--- src/shared/uef_pkg.sv ---
package uef_pkg;
  localparam int NUM_EP = 4;
  localparam int REG_W = 8;
  localparam int ADDR_W = 4;
  localparam logic [ADDR_W-1:0] ADDR_EP_STATUS = 4'h0;
  localparam logic [ADDR_W-1:0] ADDR_USB_CTRL = 4'h1;
  localparam logic [ADDR_W-1:0] ADDR_INT_STATUS = 4'h2;
  localparam logic [ADDR_W-1:0] ADDR_INT_MASK = 4'h3;
  localparam int CTRL_SUSPEND_BIT = 0;
  localparam int CTRL_WAKEUP_BIT = 1;
  localparam int CTRL_BUSRST_BIT = 2;
  localparam int CTRL_RESUME_BIT = 3;
  localparam int CTRL_CLKEN_BIT = 4;
  localparam int CTRL_SUSPEND_CURRENT_REDUCTION_BIT = 5;
  localparam int EVT_EP_BIT = 0;
  localparam int EVT_BUSRST_BIT = 1;
  localparam int EVT_SUSPEND_BIT = 2;
  localparam int EVT_RESUME_BIT = 3;
  localparam int NUM_EVT = 4;
  localparam logic [REG_W-1:0] REG_ZERO = 8'h00;
  localparam logic [NUM_EVT-1:0] MASK_RESET = 4'h0;
  typedef enum logic [1:0] {
    UEF_WK_IDLE = 2'b01,
    UEF_WK_SENT = 2'b10
  } uef_wake_state_t;
endpackage : uef_pkg

--- src/core/uef_sync.sv ---
`timescale 1ns/1ps
module uef_sync #(
  parameter int WIDTH = 1
) (
  input wire logic clk_i,
  input wire logic nrst_i,
  input wire logic [WIDTH-1:0] d_i,
  output logic [WIDTH-1:0] q_o
);
  logic [WIDTH-1:0] meta_q;
  logic [WIDTH-1:0] sync_q;
  always_ff @(posedge clk_i or negedge nrst_i) begin
    if (!nrst_i) begin
      meta_q <= '0;
      sync_q <= '0;
    end else begin
      meta_q <= d_i;
      sync_q <= meta_q;
    end
  end
  assign q_o = sync_q;
endmodule : uef_sync

--- src/core/uef_top.sv ---
`timescale 1ns/1ps
// Function
// a host access to an endpoint sets that endpoint's access flag.
// a flag raises the interrupt only when usb interrupts are enabled and the stack is not full.
// software clears an access flag by writing zero; hardware never clears it.
// the endpoint access status register holds endpoint n's flag at bit n, one meaning accessed.
// bits seven to four of the endpoint access status register read as zero.
// a detected bus reset sets the bus reset flag and raises an interrupt.
// writing one to the remote wakeup command starts wakeup signalling, zero does nothing.
// software holds the remote wakeup command high for at least one usb clock.
// the read only suspend flag follows bus suspend and raises an interrupt on entry.
// a resume event sets the read only resume flag with an interrupt, cleared on suspend exit.
module uef_top
  import uef_pkg::*;
#(
  parameter int N_EP = uef_pkg::NUM_EP
) (
  input wire logic SYS_CLK_I,
  input wire logic NRST_I,
  input wire logic [uef_pkg::ADDR_W-1:0] ADDR_I,
  input wire logic [uef_pkg::REG_W-1:0] WDATA_I,
  input wire logic WR_I,
  input wire logic RD_I,
  output logic [uef_pkg::REG_W-1:0] RDATA_O,
  input wire logic [N_EP-1:0] EP_ACCESS_I,
  input wire logic BUS_RESET_I,
  input wire logic BUS_SUSPEND_I,
  input wire logic BUS_RESUME_I,
  input wire logic USB_INT_EN_I,
  input wire logic STACK_FULL_I,
  output logic WAKEUP_REQ_O,
  output logic USB_CLK_EN_O,
  output logic SUSP_REDUCE_O,
  output logic IRQ_O
);
  import uef_pkg::*;

  logic [N_EP-1:0] ep_acc_s;
  logic bus_rst_s, susp_s, res_s;
  uef_sync #(.WIDTH(N_EP + 3)) u_sync (
    .clk_i(SYS_CLK_I),
    .nrst_i(NRST_I),
    .d_i({EP_ACCESS_I, BUS_RESET_I, BUS_SUSPEND_I, BUS_RESUME_I}),
    .q_o({ep_acc_s, bus_rst_s, susp_s, res_s})
  );

  logic [N_EP-1:0] ep_prev_q, ep_prev_d;
  logic rst_prev_q, rst_prev_d, susp_prev_q, susp_prev_d, res_prev_q, res_prev_d;
  logic [N_EP-1:0] ep_flag_q, ep_flag_d;
  logic busrst_q, busrst_d, susp_q, susp_d, resume_q, resume_d;
  logic wake_cmd_q, wake_cmd_d, clken_q, clken_d, suspend_current_reduction_q, suspend_current_reduction_d;
  logic [NUM_EVT-1:0] ist_q, ist_d, mask_q, mask_d;
  logic [REG_W-1:0] rdata_q, rdata_d;
  uef_wake_state_t wk_q, wk_d;
  logic wake_pulse_q, wake_pulse_d;
  logic ep_rise, rst_rise, susp_rise, susp_fall, res_rise;
  logic wr_ep, wr_ctrl, wr_mask, rd_ist;
  logic [NUM_EVT-1:0] evt;

  always_comb begin
    ep_prev_d = ep_acc_s;
    rst_prev_d = bus_rst_s;
    susp_prev_d = susp_s;
    res_prev_d = res_s;
    ep_rise = |(ep_acc_s & ~ep_prev_q);
    rst_rise = bus_rst_s & ~rst_prev_q;
    susp_rise = susp_s & ~susp_prev_q;
    susp_fall = ~susp_s & susp_prev_q;
    res_rise = res_s & ~res_prev_q;
    wr_ep = WR_I && (ADDR_I == ADDR_EP_STATUS);
    wr_ctrl = WR_I && (ADDR_I == ADDR_USB_CTRL);
    wr_mask = WR_I && (ADDR_I == ADDR_INT_MASK);
    rd_ist = RD_I && (ADDR_I == ADDR_INT_STATUS);
    // flags: software write first, new host access wins
    ep_flag_d = ep_flag_q;
    if (wr_ep) begin
      ep_flag_d = ep_flag_q & WDATA_I[N_EP-1:0];
    end
    ep_flag_d = ep_flag_d | (ep_acc_s & ~ep_prev_q);
    busrst_d = busrst_q;
    if (wr_ctrl && !WDATA_I[CTRL_BUSRST_BIT]) begin
      busrst_d = 1'b0;
    end
    if (rst_rise) begin
      busrst_d = 1'b1;
    end
    susp_d = susp_s;
    resume_d = resume_q;
    if (susp_fall) begin
      resume_d = 1'b0;
    end
    if (res_rise) begin
      resume_d = 1'b1;
    end
    wake_cmd_d = wake_cmd_q;
    clken_d = clken_q;
    suspend_current_reduction_d = suspend_current_reduction_q;
    if (wr_ctrl) begin
      wake_cmd_d = WDATA_I[CTRL_WAKEUP_BIT];
      clken_d = WDATA_I[CTRL_CLKEN_BIT];
      suspend_current_reduction_d = WDATA_I[CTRL_SUSPEND_CURRENT_REDUCTION_BIT];
    end
    // one wakeup request per rising command
    wk_d = wk_q;
    wake_pulse_d = 1'b0;
    case (wk_q)
      UEF_WK_IDLE: begin
        if (wake_cmd_q) begin
          wake_pulse_d = 1'b1;
          wk_d = UEF_WK_SENT;
        end
      end
      UEF_WK_SENT: begin
        if (!wake_cmd_q) begin
          wk_d = UEF_WK_IDLE;
        end
      end
      default: wk_d = UEF_WK_IDLE;
    endcase
    evt = '0;
    evt[EVT_EP_BIT] = ep_rise && USB_INT_EN_I && !STACK_FULL_I;
    evt[EVT_BUSRST_BIT] = rst_rise;
    evt[EVT_SUSPEND_BIT] = susp_rise;
    evt[EVT_RESUME_BIT] = res_rise;
    ist_d = (rd_ist ? '0 : ist_q) | evt;
    mask_d = wr_mask ? WDATA_I[NUM_EVT-1:0] : mask_q;
    rdata_d = REG_ZERO;
    if (RD_I) begin
      case (ADDR_I)
        ADDR_EP_STATUS: rdata_d[N_EP-1:0] = ep_flag_q;
        ADDR_USB_CTRL: begin
          rdata_d[CTRL_SUSPEND_BIT] = susp_q;
          rdata_d[CTRL_WAKEUP_BIT] = wake_cmd_q;
          rdata_d[CTRL_BUSRST_BIT] = busrst_q;
          rdata_d[CTRL_RESUME_BIT] = resume_q;
          rdata_d[CTRL_CLKEN_BIT] = clken_q;
          rdata_d[CTRL_SUSPEND_CURRENT_REDUCTION_BIT] = suspend_current_reduction_q;
        end
        ADDR_INT_STATUS: rdata_d[NUM_EVT-1:0] = ist_q;
        ADDR_INT_MASK: rdata_d[NUM_EVT-1:0] = mask_q;
        default: rdata_d = REG_ZERO;
      endcase
    end
  end

  always_ff @(posedge SYS_CLK_I or negedge NRST_I) begin
    if (!NRST_I) begin
      ep_prev_q <= '0;
      rst_prev_q <= 1'b0;
      susp_prev_q <= 1'b0;
      res_prev_q <= 1'b0;
      ep_flag_q <= '0;
      busrst_q <= 1'b0;
      susp_q <= 1'b0;
      resume_q <= 1'b0;
      wake_cmd_q <= 1'b0;
      clken_q <= 1'b0;
      suspend_current_reduction_q <= 1'b0;
      wk_q <= UEF_WK_IDLE;
      wake_pulse_q <= 1'b0;
      ist_q <= '0;
      mask_q <= MASK_RESET;
      rdata_q <= REG_ZERO;
    end else begin
      ep_prev_q <= ep_prev_d;
      rst_prev_q <= rst_prev_d;
      susp_prev_q <= susp_prev_d;
      res_prev_q <= res_prev_d;
      ep_flag_q <= ep_flag_d;
      busrst_q <= busrst_d;
      susp_q <= susp_d;
      resume_q <= resume_d;
      wake_cmd_q <= wake_cmd_d;
      clken_q <= clken_d;
      suspend_current_reduction_q <= suspend_current_reduction_d;
      wk_q <= wk_d;
      wake_pulse_q <= wake_pulse_d;
      ist_q <= ist_d;
      mask_q <= mask_d;
      rdata_q <= rdata_d;
    end
  end

  assign RDATA_O = rdata_q;
  assign WAKEUP_REQ_O = wake_pulse_q;
  assign USB_CLK_EN_O = clken_q;
  assign SUSP_REDUCE_O = suspend_current_reduction_q;
  assign IRQ_O = |(ist_q & mask_q);

  a_ep_flag_set: assert property (@(posedge SYS_CLK_I) disable iff (!NRST_I)
    (ep_acc_s[0] && !ep_prev_q[0]) |=> ep_flag_q[0])
    else $error("endpoint flag not set on access");
  a_ep_flag_hold: assert property (@(posedge SYS_CLK_I) disable iff (!NRST_I)
    (ep_flag_q[0] && !wr_ep) |=> ep_flag_q[0])
    else $error("endpoint flag dropped without write");
  a_ep_int_gate: assert property (@(posedge SYS_CLK_I) disable iff (!NRST_I)
    (ep_rise && STACK_FULL_I && !ist_q[EVT_EP_BIT] && !rd_ist) |=> !ist_q[EVT_EP_BIT])
    else $error("endpoint interrupt while stack full");
  a_ep_upper_zero: assert property (@(posedge SYS_CLK_I) disable iff (!NRST_I)
    (RD_I && ADDR_I == ADDR_EP_STATUS) |=> RDATA_O[REG_W-1:N_EP] == '0)
    else $error("upper endpoint bits not zero");
  a_ep_read_bits: assert property (@(posedge SYS_CLK_I) disable iff (!NRST_I)
    (RD_I && ADDR_I == ADDR_EP_STATUS) |=> RDATA_O[N_EP-1:0] == $past(ep_flag_q))
    else $error("endpoint readback mismatch");
  a_busrst_evt: assert property (@(posedge SYS_CLK_I) disable iff (!NRST_I)
    rst_rise |=> (busrst_q && ist_q[EVT_BUSRST_BIT]))
    else $error("bus reset not flagged");
  a_wake_start: assert property (@(posedge SYS_CLK_I) disable iff (!NRST_I)
    (wr_ctrl && WDATA_I[CTRL_WAKEUP_BIT] && !wake_cmd_q && wk_q == UEF_WK_IDLE) |=> ##1 WAKEUP_REQ_O)
    else $error("wakeup not issued");
  a_wake_single: assert property (@(posedge SYS_CLK_I) disable iff (!NRST_I)
    WAKEUP_REQ_O |=> !WAKEUP_REQ_O)
    else $error("wakeup pulse too long");
  a_susp_follow: assert property (@(posedge SYS_CLK_I) disable iff (!NRST_I)
    susp_rise |=> (susp_q && ist_q[EVT_SUSPEND_BIT]))
    else $error("suspend not flagged");
  a_resume_clear: assert property (@(posedge SYS_CLK_I) disable iff (!NRST_I)
    (susp_fall && !res_rise) |=> !resume_q)
    else $error("resume flag not cleared on suspend exit");
  c_ep_access: cover property (@(posedge SYS_CLK_I) disable iff (!NRST_I) ep_rise ##1 IRQ_O);
  c_bus_reset: cover property (@(posedge SYS_CLK_I) disable iff (!NRST_I) rst_rise);
  c_wakeup: cover property (@(posedge SYS_CLK_I) disable iff (!NRST_I) WAKEUP_REQ_O);
  c_resume: cover property (@(posedge SYS_CLK_I) disable iff (!NRST_I) res_rise ##[1:50] susp_fall);
endmodule : uef_top

--- config.mk ---
export PLATFORM = sky130hd
export DESIGN_NAME = uef_top
export DESIGN_NICKNAME = d
export VERILOG_FILES = /design/src/shared/uef_pkg.sv /design/src/core/uef_sync.sv /design/src/core/uef_top.sv
export SDC_FILE = /design/constraint.sdc
export NUM_CORES = 1
export LEC_CHECK = 0
export ABC_AREA = 1
export BUFFER_PORTS_ARGS = -buffer_cell sky130_fd_sc_hd__buf_2
export CORE_MARGIN = 2
export CORE_UTILIZATION = 40
export CTS_CLUSTER_SIZE = 28
export DETAILED_ROUTE_END_ITERATION = 6
export PLACE_DENSITY = 0.71
export SYNTH_ARGS = -nofsm -noshare
export SYNTH_HDL_FRONTEND = slang
export SYNTH_HIERARCHICAL = 1
export SYNTH_SLANG_ARGS = --single-unit
--- constraint.sdc ---
create_clock -name SYS_CLK_I -period 1.9 [get_ports SYS_CLK_I]
set_input_delay 0.095 -clock SYS_CLK_I [delete_from_list [all_inputs] [get_ports SYS_CLK_I]]
set_output_delay 0.095 -clock SYS_CLK_I [all_outputs]
set_load 0.005 [all_outputs]
### After elaboration in Yosys (flattened, before gate mapping)

Index checks and enable logic that the tools add are counted.

* equal/unequal tests: 7
* bitwise operators: 14
* multiplexer cells: 14
* reductions and logical operators: 15

Operators by type and width (number)
* $pmux W4 S4: 1
* $and A4 B4 Y4: 3
* $eq A4 B2 Y1 const B: 2
* $mux W4: 2
* $or A4 B4 Y4: 2
* $reduce_or A4 Y1: 2
* $logic_and A1 B1 Y1: 7
* $mux W1: 6
* $mux W2: 3
* $mux W6: 1
* $and A1 B1 Y1: 4
* $eq A4 B1 Y1 const B: 1
* $logic_not A4 Y1: 1
* $ne A2 B2 Y1 const B: 2
* $not A1 Y1: 4
* $not A4 Y4: 1
* $pmux W2 S2: 1
* $reduce_bool A2 Y1: 2
* $eq A2 B1 Y1 const B: 1
* $eq A2 B2 Y1 const B: 1
* $logic_not A1 Y1: 2
* $reduce_and A2 Y1: 1

* register bits: 49
* logic and storage cells: 67
* bits of input ports: 25

### Logic depth before layout (Yosys ltp)

Gate-level depths: netlist (run 1).

* depth in word-level cells: 6
* depth in mapped cells: 7
* depth with buffers taken out: 6

### Modules after synthesis

Netlist (run 1), hierarchy kept.

By module, submodules not included
* uef_top: times used 1, cells an instance 163, area each 1463.9 um2
* uef_sync: times used 1, cells an instance 14, area each 350.3 um2

### Least setup slack after synthesis (run 1)

No wires, ideal clock.

* path kind: reg2reg
* start point: reg wk_q[0]
* end point: reg wk_q[1]
* setup slack: 1050 ps
* buffers on the path: 0
* cell stages (with the launch flop): 7
* period minus slack after synthesis: 850 ps
* data arrival time: 787 ps
* path through: dfstp_2 -> inv_1 -> nor2_1 -> inv_1 -> nand2_1 -> nand2_1 -> inv_1

* longest elaborated chain between the ends: 3
* elaborated cells between the ends (all ways): 6
* classes of those cells: eq/ne (4); mux (1); reduce/logical (1)

RTL lines
* start: declaration: line uef_top.sv:54 `uef_wake_state_t wk_q, wk_d;`
* start signal: assignment: line uef_top.sv:176 `wk_q <= wk_d;`
* $eq A2 B2 Y1 / $eq A2 B1 Y1 (equally long branches): line uef_top.sv:106 `case (wk_q)`
* $ne A2 B2 Y1 (no line)
* $reduce_and A2 Y1 (no line)

Several ways; a longest one is shown, not always the timed one.
A chain may end at the register's enable or synchronous reset.

### Worst setup path in the final report (run 1)

* start point: reg ist_q[1]
* end point: out IRQ_O

* longest elaborated chain between the ends: 2

RTL lines
* start: declaration: line uef_top.sv:52 `logic [NUM_EVT-1:0] ist_q, ist_d, mask_q, mask_d;`
* start signal: assignment: line uef_top.sv:178 `ist_q <= ist_d;`
* $and A4 B4 Y4: line uef_top.sv:188 `assign IRQ_O = |(ist_q & mask_q);`
* $reduce_or A4 Y1: line uef_top.sv:188
* end: declaration: line uef_top.sv:34 `output logic IRQ_O`

Every way passes these cells.

==> impl_metrics.ini, run 1 <==
[synth]
yosysWarnings = 6
synthTopCellsByArea = dfrtp_1, nand2_1, nand3_1, inv_1, nor2_1
ys_seq_elements = 47
seq_area_frac_synth_pct = 64.9
syn_avg_cell_area_sq_um = 10.2
netlist_instances = 177
syn-cell-area_sq_um = 1810
synth.distinct_cells = 21
yosys.area.top_type = dfrtp_1
synth_top_area_share_pct = 63.4

[place]
gp_congestion = 0.867
io_buffers = 32
post-place-ws_ps = 741
dpl.hpwl_um = 2210

[timing]
fin_crit_ps = 1150
fmaxAchievable_mhz = 869
finClkSkew_ps = 5.38
setup_violations = 0
hold_violations = 0
slew_viol_final = 0
rsz0062_at_grt = no
setup_ws_ps = 749
fin_tns_setup_ps = 0
fin_crit_sh_pct = 60.6

[clock_tree]
cts_buffers = 5
cts-root-buf = clkbuf_8
clk_latency_ps = 300
clock_sink_count = 47
cts_tree = done
path_clk_slew_ps = 80
clk_path_buf_depth = 2
h-tree-depth = 2

[floorplanning]
core-area_sq_um = 4350
die_w_um = 71.3
die_y_um = 71.3
pin_count = 37
start_util_pct = 41.7
die_area_sq_um = 5090
core.rowCount = 24

[power_and_ir_drop]
p_comb_share_pct = 10.9
internal_power_uw = 1580
ir_worst_vdd_uv = 571
power.switching_uw = 503
swShare_pct = 24.2
power_density_nw_per_um2 = 940
seqPwrFrac_pct = 54.7
clkPwrFrac_pct = 34.4
cellLeakagePower_uw = 0.00113

[setup_path]
rrSetupSlack_ps = 1000
worst-endpoint-required_ps = 1800
r2r-end = wk_q[1]
slowest_stage = dfrtp_1
crit_chain = nand2_1 -> nand4_1 -> buf_2
startpoint = ist_q[1]
arrival_ps = 1060
reg2regPathDepth = 6
startpoint_type = register
path_class = reg -> out
end_kind = output pin
crit_fanout = 3
slowest_delay_ps = 420
r2r_start = wk_q[0]

[detailed_routing]
ant_nets = 0
wl_per_cell_um = 10.7
drc = 0
vias = 1261
via_per_inst = 4.55
drt_iter0_drc = 121
wl_um = 2960
dr.pass1.iters = 6

[final_layout]
syn_to_final_growth_pct = 21.9
final_cell_mix = dfrtp_1, nand2_1, buf_2, inv_1, nand3_1
antennaDiodeCount = 0
nets = 249
drive_gt1_share_pct = 25.3

[min_path]
hp-start = WDATA_I[3]
hold_path_end = ep_flag_q[3]
hold_class = in -> reg
hold_depth = 3

[flow_run]
cap_violations = 0

[grt]
grt_max_degree = 21
use_met1_pct = 16.5
grt.busiest_layer = met2
grt_pass1_vias = 1234
grtUsageTotal_pct = 13.4
grt-ovfl-total = 0
gr-usage-met3_pct = 4.08
met2_usage_pct = 21.0
grt_pass1_wl_um = 5200
antenna_found_initial = 0

[outcome]
status = completed
-- power groups by stage --
stage,clock network (uW),logic [uW],registers (uW)
finish,716,226,1140
global placement,0,212,1150
global route,776,267,1150
floorplan,0,126,1150
CTS,738,231,1140
detailed placement,0,217,1160
-- worst max-delay path by stage --
stage / end / cells after the start
CTS: IRQ_O / 3
finish: IRQ_O / 3
detailed placement: wake_cmd_q / 8
global placement: wake_cmd_q / 8
floorplan: wk_q[1] / 6
global route: IRQ_O / 3
-- worst max-delay path, delay by kind of cell, from the launching register on --
family | cells | cell delay, ps
flops | 1 | 420
buf+inv | 1 | 150
simple gates | 2 | 200
-- stage by stage --
| step | cell area, sq um | util, % | total power, uW | hold slack [ps] | std cells |
|---|---|---|---|---|---|
| final | 2210 | 50.8 | 2080 | 21.4 | 277 |
| after global placement | 2020 | 46.4 | 1370 | 28.8 | 261 |
| after CTS | 2210 | 50.8 | 2110 | 17.7 | 277 |
| after global routing | 2210 | 50.8 | 2190 | 34.5 | 277 |
| after floorplan | 1820 | - | 1270 | -201 | 178 |
| after detailed placement | 2020 | 46.4 | 1380 | 29.6 | 261 |
-- cell families after synthesis --
kind of cell / after synthesis / synth area share, %
AO/OA/AOI/OAI: 14 / 4.28
other: 1 / 0.207
buffers and inverters: 25 / 6.96
AND/OR/NAND/NOR: 90 / 23.7
flip-flops: 47 / 64.9
-- cells in the mapped netlist, drive strengths merged --
| master | instances |
|---|---|
| nand3 | 21 |
| clkinv | 2 |
| nor2 | 18 |
| buf | 4 |
| o21ai | 14 |
| dfstp | 1 |
| nand2 | 49 |
| dfrtp | 46 |
| inv | 19 |
| conb | 1 |
| nand4 | 2 |
-- state kept, by name, indices dropped and copies added (netlist names), 2 cells and up --
signal,flops
ep_prev_q,4
u_sync/meta_q,7
mask_q,4
ep_flag_q,4
ist_q,4
wk_q,2
RDATA_O,6
u_sync/q_o,7
-- metal layers --
layer | vias up | routed length [um]
met5 | - | 0
met2 | 44 | 1420
met4 | 0 | 59
li1 | 643 | -
met1 | 568 | 1310
met3 | 6 | 171
-- layout make-up --
| class | count | area, sq um |
|---|---|---|
| clock buffers | 5 | 68.8 |
| clock inverters | 3 | 43.8 |
| fillers | 394 | 2140 |
| inverters | 21 | 80.1 |
| multi-input cells | 106 | 514 |
| flip-flops and latches | 47 | 1180 |
| well taps | 52 | 65.1 |
| repair buffers | 43 | 263 |
-- repair_timing --
item	CTS	global route
buffers inserted	0	0
hold endpoints to repair	23	0
hold buffers	8	0
resized for setup	0	0
setup endpoints to repair	0	0
Power figures use the tool's default switching activity.
==> run 2: changes to the inputs <==
- clock period: 1.9 -> 1.2 ns (I/O delays scaled with it)
==> run 2 against run 1 <==
Net effect: sequential share of layout area down 1.7 points; via count shrank 1.2%; critical path depth did not move; worst setup slack got worse by 640 ps; sequential power is 58% higher; sequential cell count did not move; total power grew 57%; final cell count rose by 1.8%; clock power up 52%; utilization is 1.7 points higher; combinational power up 70%; register-to-register slack worse by 700 ps; largest cell class unchanged.
==> impl_metrics.ini, run 2 (synthesis gave the netlist of run 1 again) <==
[timing]
hold_violations = 0
slew_viol_final = 0
hold_ws_ps = 8.61
rsz0062_at_grt = no
setup_ws_ps = 107
fin_crit_sh_pct = 91.1
fmaxAchievable_mhz = 915
fin_crit_ps = 1090
fin_tns_setup_ps = 0
finClkSkew_ps = 3.43
setup_violations = 0

[final_layout]
antennaDiodeCount = 0
drive_gt1_share_pct = 23.9
syn_to_final_growth_pct = 26.1
nFillCells = 382
ff_latch_area_sq_um = 1180
multi_input_area_sq_um = 514
final_cell_mix = dfrtp_1, nand2_1, buf_2, inv_1, nand3_1
fin_area_sq_um = 2290
nets = 255

[power_and_ir_drop]
power.switching_uw = 767
p_total_uw = 3270
internal_power_uw = 2510
swShare_pct = 23.4
clkPwrFrac_pct = 33.3
ir_worst_vdd_uv = 959
cellLeakagePower_uw = 0.00116
power_density_nw_per_um2 = 1430
p_comb_share_pct = 11.7
seqPwrFrac_pct = 55.0

[floorplanning]
die_w_um = 71.3
die_y_um = 71.3
start_util_pct = 41.7
core.rowCount = 24
pin_count = 37
core-area_sq_um = 4350
die_area_sq_um = 5090

[setup_path]
rrSetupSlack_ps = 300
path_class = reg -> out
arrival_ps = 1030
reg2regPathDepth = 6
crit_end = IRQ_O
r2r_start = wk_q[0]
startpoint_type = register
crit_fanout = 3
startpoint = ist_q[1]
end_kind = output pin
r2r-end = wk_q[1]
worst-endpoint-required_ps = 1140

[place]
post-place-ws_ps = 249
dpl.hpwl_um = 2190
place_area_sq_um = 2040
io_buffers = 32
gp_congestion = 0.875

[detailed_routing]
dr.pass1.iters = 4
wl_per_cell_um = 10.7
wl_um = 3030
drt_iter0_drc = 101
ant_nets = 0
drc = 0
vias = 1246
via_per_inst = 4.42

[clock_tree]
clock_sink_count = 47
cts_buffers = 5
clk_path_buf_depth = 2
cts_tree = done
cts-root-buf = clkbuf_8
h-tree-depth = 2
clk_latency_ps = 290
path_clk_slew_ps = 80

[grt]
grtUsageTotal_pct = 13.8
grt-ovfl-total = 0
grt_max_degree = 20
grt_pass1_vias = 1225
antenna_found_initial = 0
grt_pass1_wl_um = 5420

[outcome]
status = completed

[min_path]
hold_class = in -> reg
hp-start = STACK_FULL_I

[flow_run]
cap_violations = 0
## run 2: changes by cell type in the layout (fill, tap and decap cells not counted)
cell,delta
buf_12,+2
clkbuf_1,+1
clkinv_4,-1
clkinv_2,-1
dlygate4sd3_1,+6
buf_4,-2
## run 2: area by class of cell
type | instances | area share (%)
Sequential cell | 47 | 51.5
Clock inverter | 1 | 1.31
Clock buffer | 6 | 3.17
Multi-Input combinational cell | 106 | 22.5
Timing Repair Buffer | 49 | 15.2
Inverter | 21 | 3.50
Tap cell | 52 | 2.84
## run 2: stage by stage
stage,instances,util (%)
floorplan,178,-
global placement,261,47.0
detailed placement,261,47.0
CTS,282,52.5
global route,282,52.5
finish,282,52.5
## run 2: critical path, stage by stage, from the launching register on
cell and delay [ps]:
dfrtp_1 410, nand2_1 80, nand4_1 110, buf_2 140
## run 2: per-layer routing
layer  part of all wire [%]  track usage (%)
met1                     47             17.6
met2                     47             21.8
met3                    5.1             3.94
met4                    1.6             6.71
met5                      0                0
## run 2: how the worst min path moves through the flow
stage | endpoint | cells after the start
2_1_floorplan | RDATA_O[0] | 0
3_3_place_gp | u_sync/q_o[1] | 1
3_5_place_dp | u_sync/q_o[1] | 1
4_1_cts | ist_q[0] | 4
5_1_grt | ist_q[0] | 4
6_report | ist_q[0] | 4
## run 2: power groups by stage
stage	logic, uW	registers (uW)	clock network [uW]
global route	446	1820	1190
detailed placement	356	1830	0
finish	384	1800	1090
CTS	391	1800	1130
floorplan	200	1820	0
global placement	346	1830	0
## run 2: repair_timing
item                                    in CTS  in global routing
endpoints found under the hold margin       29                  0
hold buffers                                14                  0
setup buffers                                0                  0
gates resized for setup                      0                  0
endpoints found under the setup margin       0                  0
==> run 3: changes to the inputs <==
--- a/config.mk
+++ b/config.mk
@@ -9,7 +9,10 @@
 export BUFFER_PORTS_ARGS = -buffer_cell sky130_fd_sc_hd__buf_2
+export CELL_PAD_IN_SITES_DETAIL_PLACEMENT = 1
+export CELL_PAD_IN_SITES_GLOBAL_PLACEMENT = 2
 export CORE_MARGIN = 2
-export CORE_UTILIZATION = 40
+export CORE_UTILIZATION = 33
 export CTS_CLUSTER_SIZE = 28
 export DETAILED_ROUTE_END_ITERATION = 6
-export PLACE_DENSITY = 0.71
+export GPL_TIMING_DRIVEN = 1
+export PLACE_DENSITY = 0.87
 export SYNTH_ARGS = -nofsm -noshare
--- a/constraint.sdc
+++ b/constraint.sdc
@@ -3,2 +3,2 @@
 set_output_delay 0.06 -clock SYS_CLK_I [all_outputs]
-set_load 0.005 [all_outputs]
+set_load 0.05 [all_outputs]
==> run 3 against run 2 <==
Net effect: utilization shrank 8.7 points; fmax shrank 7.4%; sequential cell count is the same; combinational power grew 48%; largest power group unchanged.
==> impl_metrics.ini, run 3 (synthesis gave the netlist of run 1 again) <==
[floorplanning]
pin_count = 37
core-area_sq_um = 5200
die_area_sq_um = 6110
core.rowCount = 26
die_w_um = 78.1
die_y_um = 78.1
start_util_pct = 34.9

[min_path]
hold_class = in -> reg
hp-start = WDATA_I[3]
hold_depth = 3
hold_path_end = ep_flag_q[3]

[detailed_routing]
wl_um = 3560
wl_per_cell_um = 11.9
drt_iter0_drc = 69
drc = 0
via_per_inst = 4.41
vias = 1318
ant_nets = 0
dr.pass1.iters = 4

[setup_path]
path_class = reg -> out
reg2regPathDepth = 6
end_kind = output pin
rrSetupSlack_ps = 250
startpoint_type = register
r2r-end = wk_q[1]
slowest_stage = dfrtp_1
crit_fanout = 3
r2r_start = wk_q[0]
arrival_ps = 1120
slowest_delay_ps = 400
worst-endpoint-required_ps = 1140
crit_chain = nand2_1 -> nand4_1 -> buf_6

[final_layout]
drive_gt1_share_pct = 24.5
multi_input_area_sq_um = 514
nFillCells = 613
stdcell_count = 299
nets = 253
ff_latch_area_sq_um = 1180
antennaDiodeCount = 0
syn_to_final_growth_pct = 25.8
final_cell_mix = dfrtp_1, nand2_1, buf_2, inv_1, nand3_1
fin_area_sq_um = 2280

[power_and_ir_drop]
ir_worst_vdd_uv = 851
power.switching_uw = 998
clkPwrFrac_pct = 28.9
cellLeakagePower_uw = 0.00114
internal_power_uw = 2330
p_total_uw = 3330
seqPwrFrac_pct = 54.1
power_density_nw_per_um2 = 1460
p_comb_share_pct = 17.0
swShare_pct = 30.0

[timing]
fin_crit_ps = 1180
finClkSkew_ps = 3.37
fmaxAchievable_mhz = 848
hold_violations = 0
slew_viol_final = 0
fin_tns_setup_ps = 0
fin_crit_sh_pct = 98.3
rsz0062_at_grt = yes
setup_violations = 0

[grt]
use_met1_pct = 16.5
antenna_found_initial = 0
met2_usage_pct = 23.0
grt_pass1_wl_um = 6310
grt-ovfl-total = 0
grt_pass1_vias = 1421
grt.busiest_layer = met2
gr-usage-met3_pct = 3.68
grtUsageTotal_pct = 13.3
grt_max_degree = 37

[clock_tree]
path_clk_slew_ps = 90
cts_tree = done
clk_path_buf_depth = 2
h-tree-depth = 2
cts-root-buf = clkbuf_8
clk_latency_ps = 300
cts_buffers = 5
clock_sink_count = 47

[place]
dp.cells = 278
place_area_sq_um = 2060
dpl.hpwl_um = 2620
io_buffers = 32
gp_congestion = 0.762

[flow_run]
cap_violations = 0

[outcome]
status = completed
[run 3: cell count changes in the layout (fill, tap and decap cells not counted)]
cell	delta
buf_6	+1
bufinv_16	-1
inv_6	+1
clkinvlp_4	+1
buf_2	-1
dlygate4sd3_1	-2
[run 3: how the worst max path moves through the flow]
| stage | startpoint | to | slack [ps] | cells after the start |
|---|---|---|---|---|
| after floorplan | ist_q[1] | IRQ_O | 230 | 2 |
| final | mask_q[2] | IRQ_O | 20 | 3 |
| after detailed placement | ADDR_I[0] | ep_flag_q[3] | 200 | 5 |
| after CTS | ist_q[1] | IRQ_O | 2 | 3 |
| after global routing | mask_q[2] | IRQ_O | -40 | 3 |
| after global placement | ADDR_I[0] | ep_flag_q[3] | 230 | 5 |
[run 3: power by group through the flow]
stage / registers, uW / logic [uW] / clock network (uW)
after floorplan: 1920 / 251 / 0
after global placement: 1830 / 505 / 0
after detailed placement: 1840 / 519 / 0
after CTS: 1810 / 557 / 1000
after global routing: 1820 / 633 / 1070
final: 1800 / 567 / 963
[run 3: through the flow]
step,util (%),hold WS [ps],setup slack (ps)
final,43.8,6.70,20.1
after global routing,43.8,9.79,-36.0
after CTS,43.6,5.85,1.50
after detailed placement,39.6,-31.2,202
after global placement,39.6,-33.3,233
after floorplan,-,-236,233
[run 3: what timing repair did]
action / in CTS / in global routing
pin swaps: 0 / 2
resized for setup: 1 / 1
setup buffers: 0 / 1
endpoints found under the hold margin: 57 / 0
hold buffers: 12 / 0
setup endpoints to repair: 1 / 1
[run 3: final cells by class]
class / count / area share, %
Sequential cell: 47 / 51.6
Inverter: 21 / 3.51
Timing Repair Buffer: 47 / 14.6
Tap cell: 70 / 3.84
Clock buffer: 6 / 3.18
Multi-Input combinational cell: 106 / 22.5
Clock inverter: 2 / 0.713
[run 3: layer usage]
layer  routed length (um)  part of all wire, %
met3                  151                  4.2
met5                    0                    0
met1                 1500                   42
met2                 1880                   53
met4                   30                 0.84
[run 3: worst max-delay path: cells and delay by family (launching register included)]
family                 cells  cell delay (ps)
DFF                        1              400
and+or+nand+nor            2              230
buffers and inverters      1              190
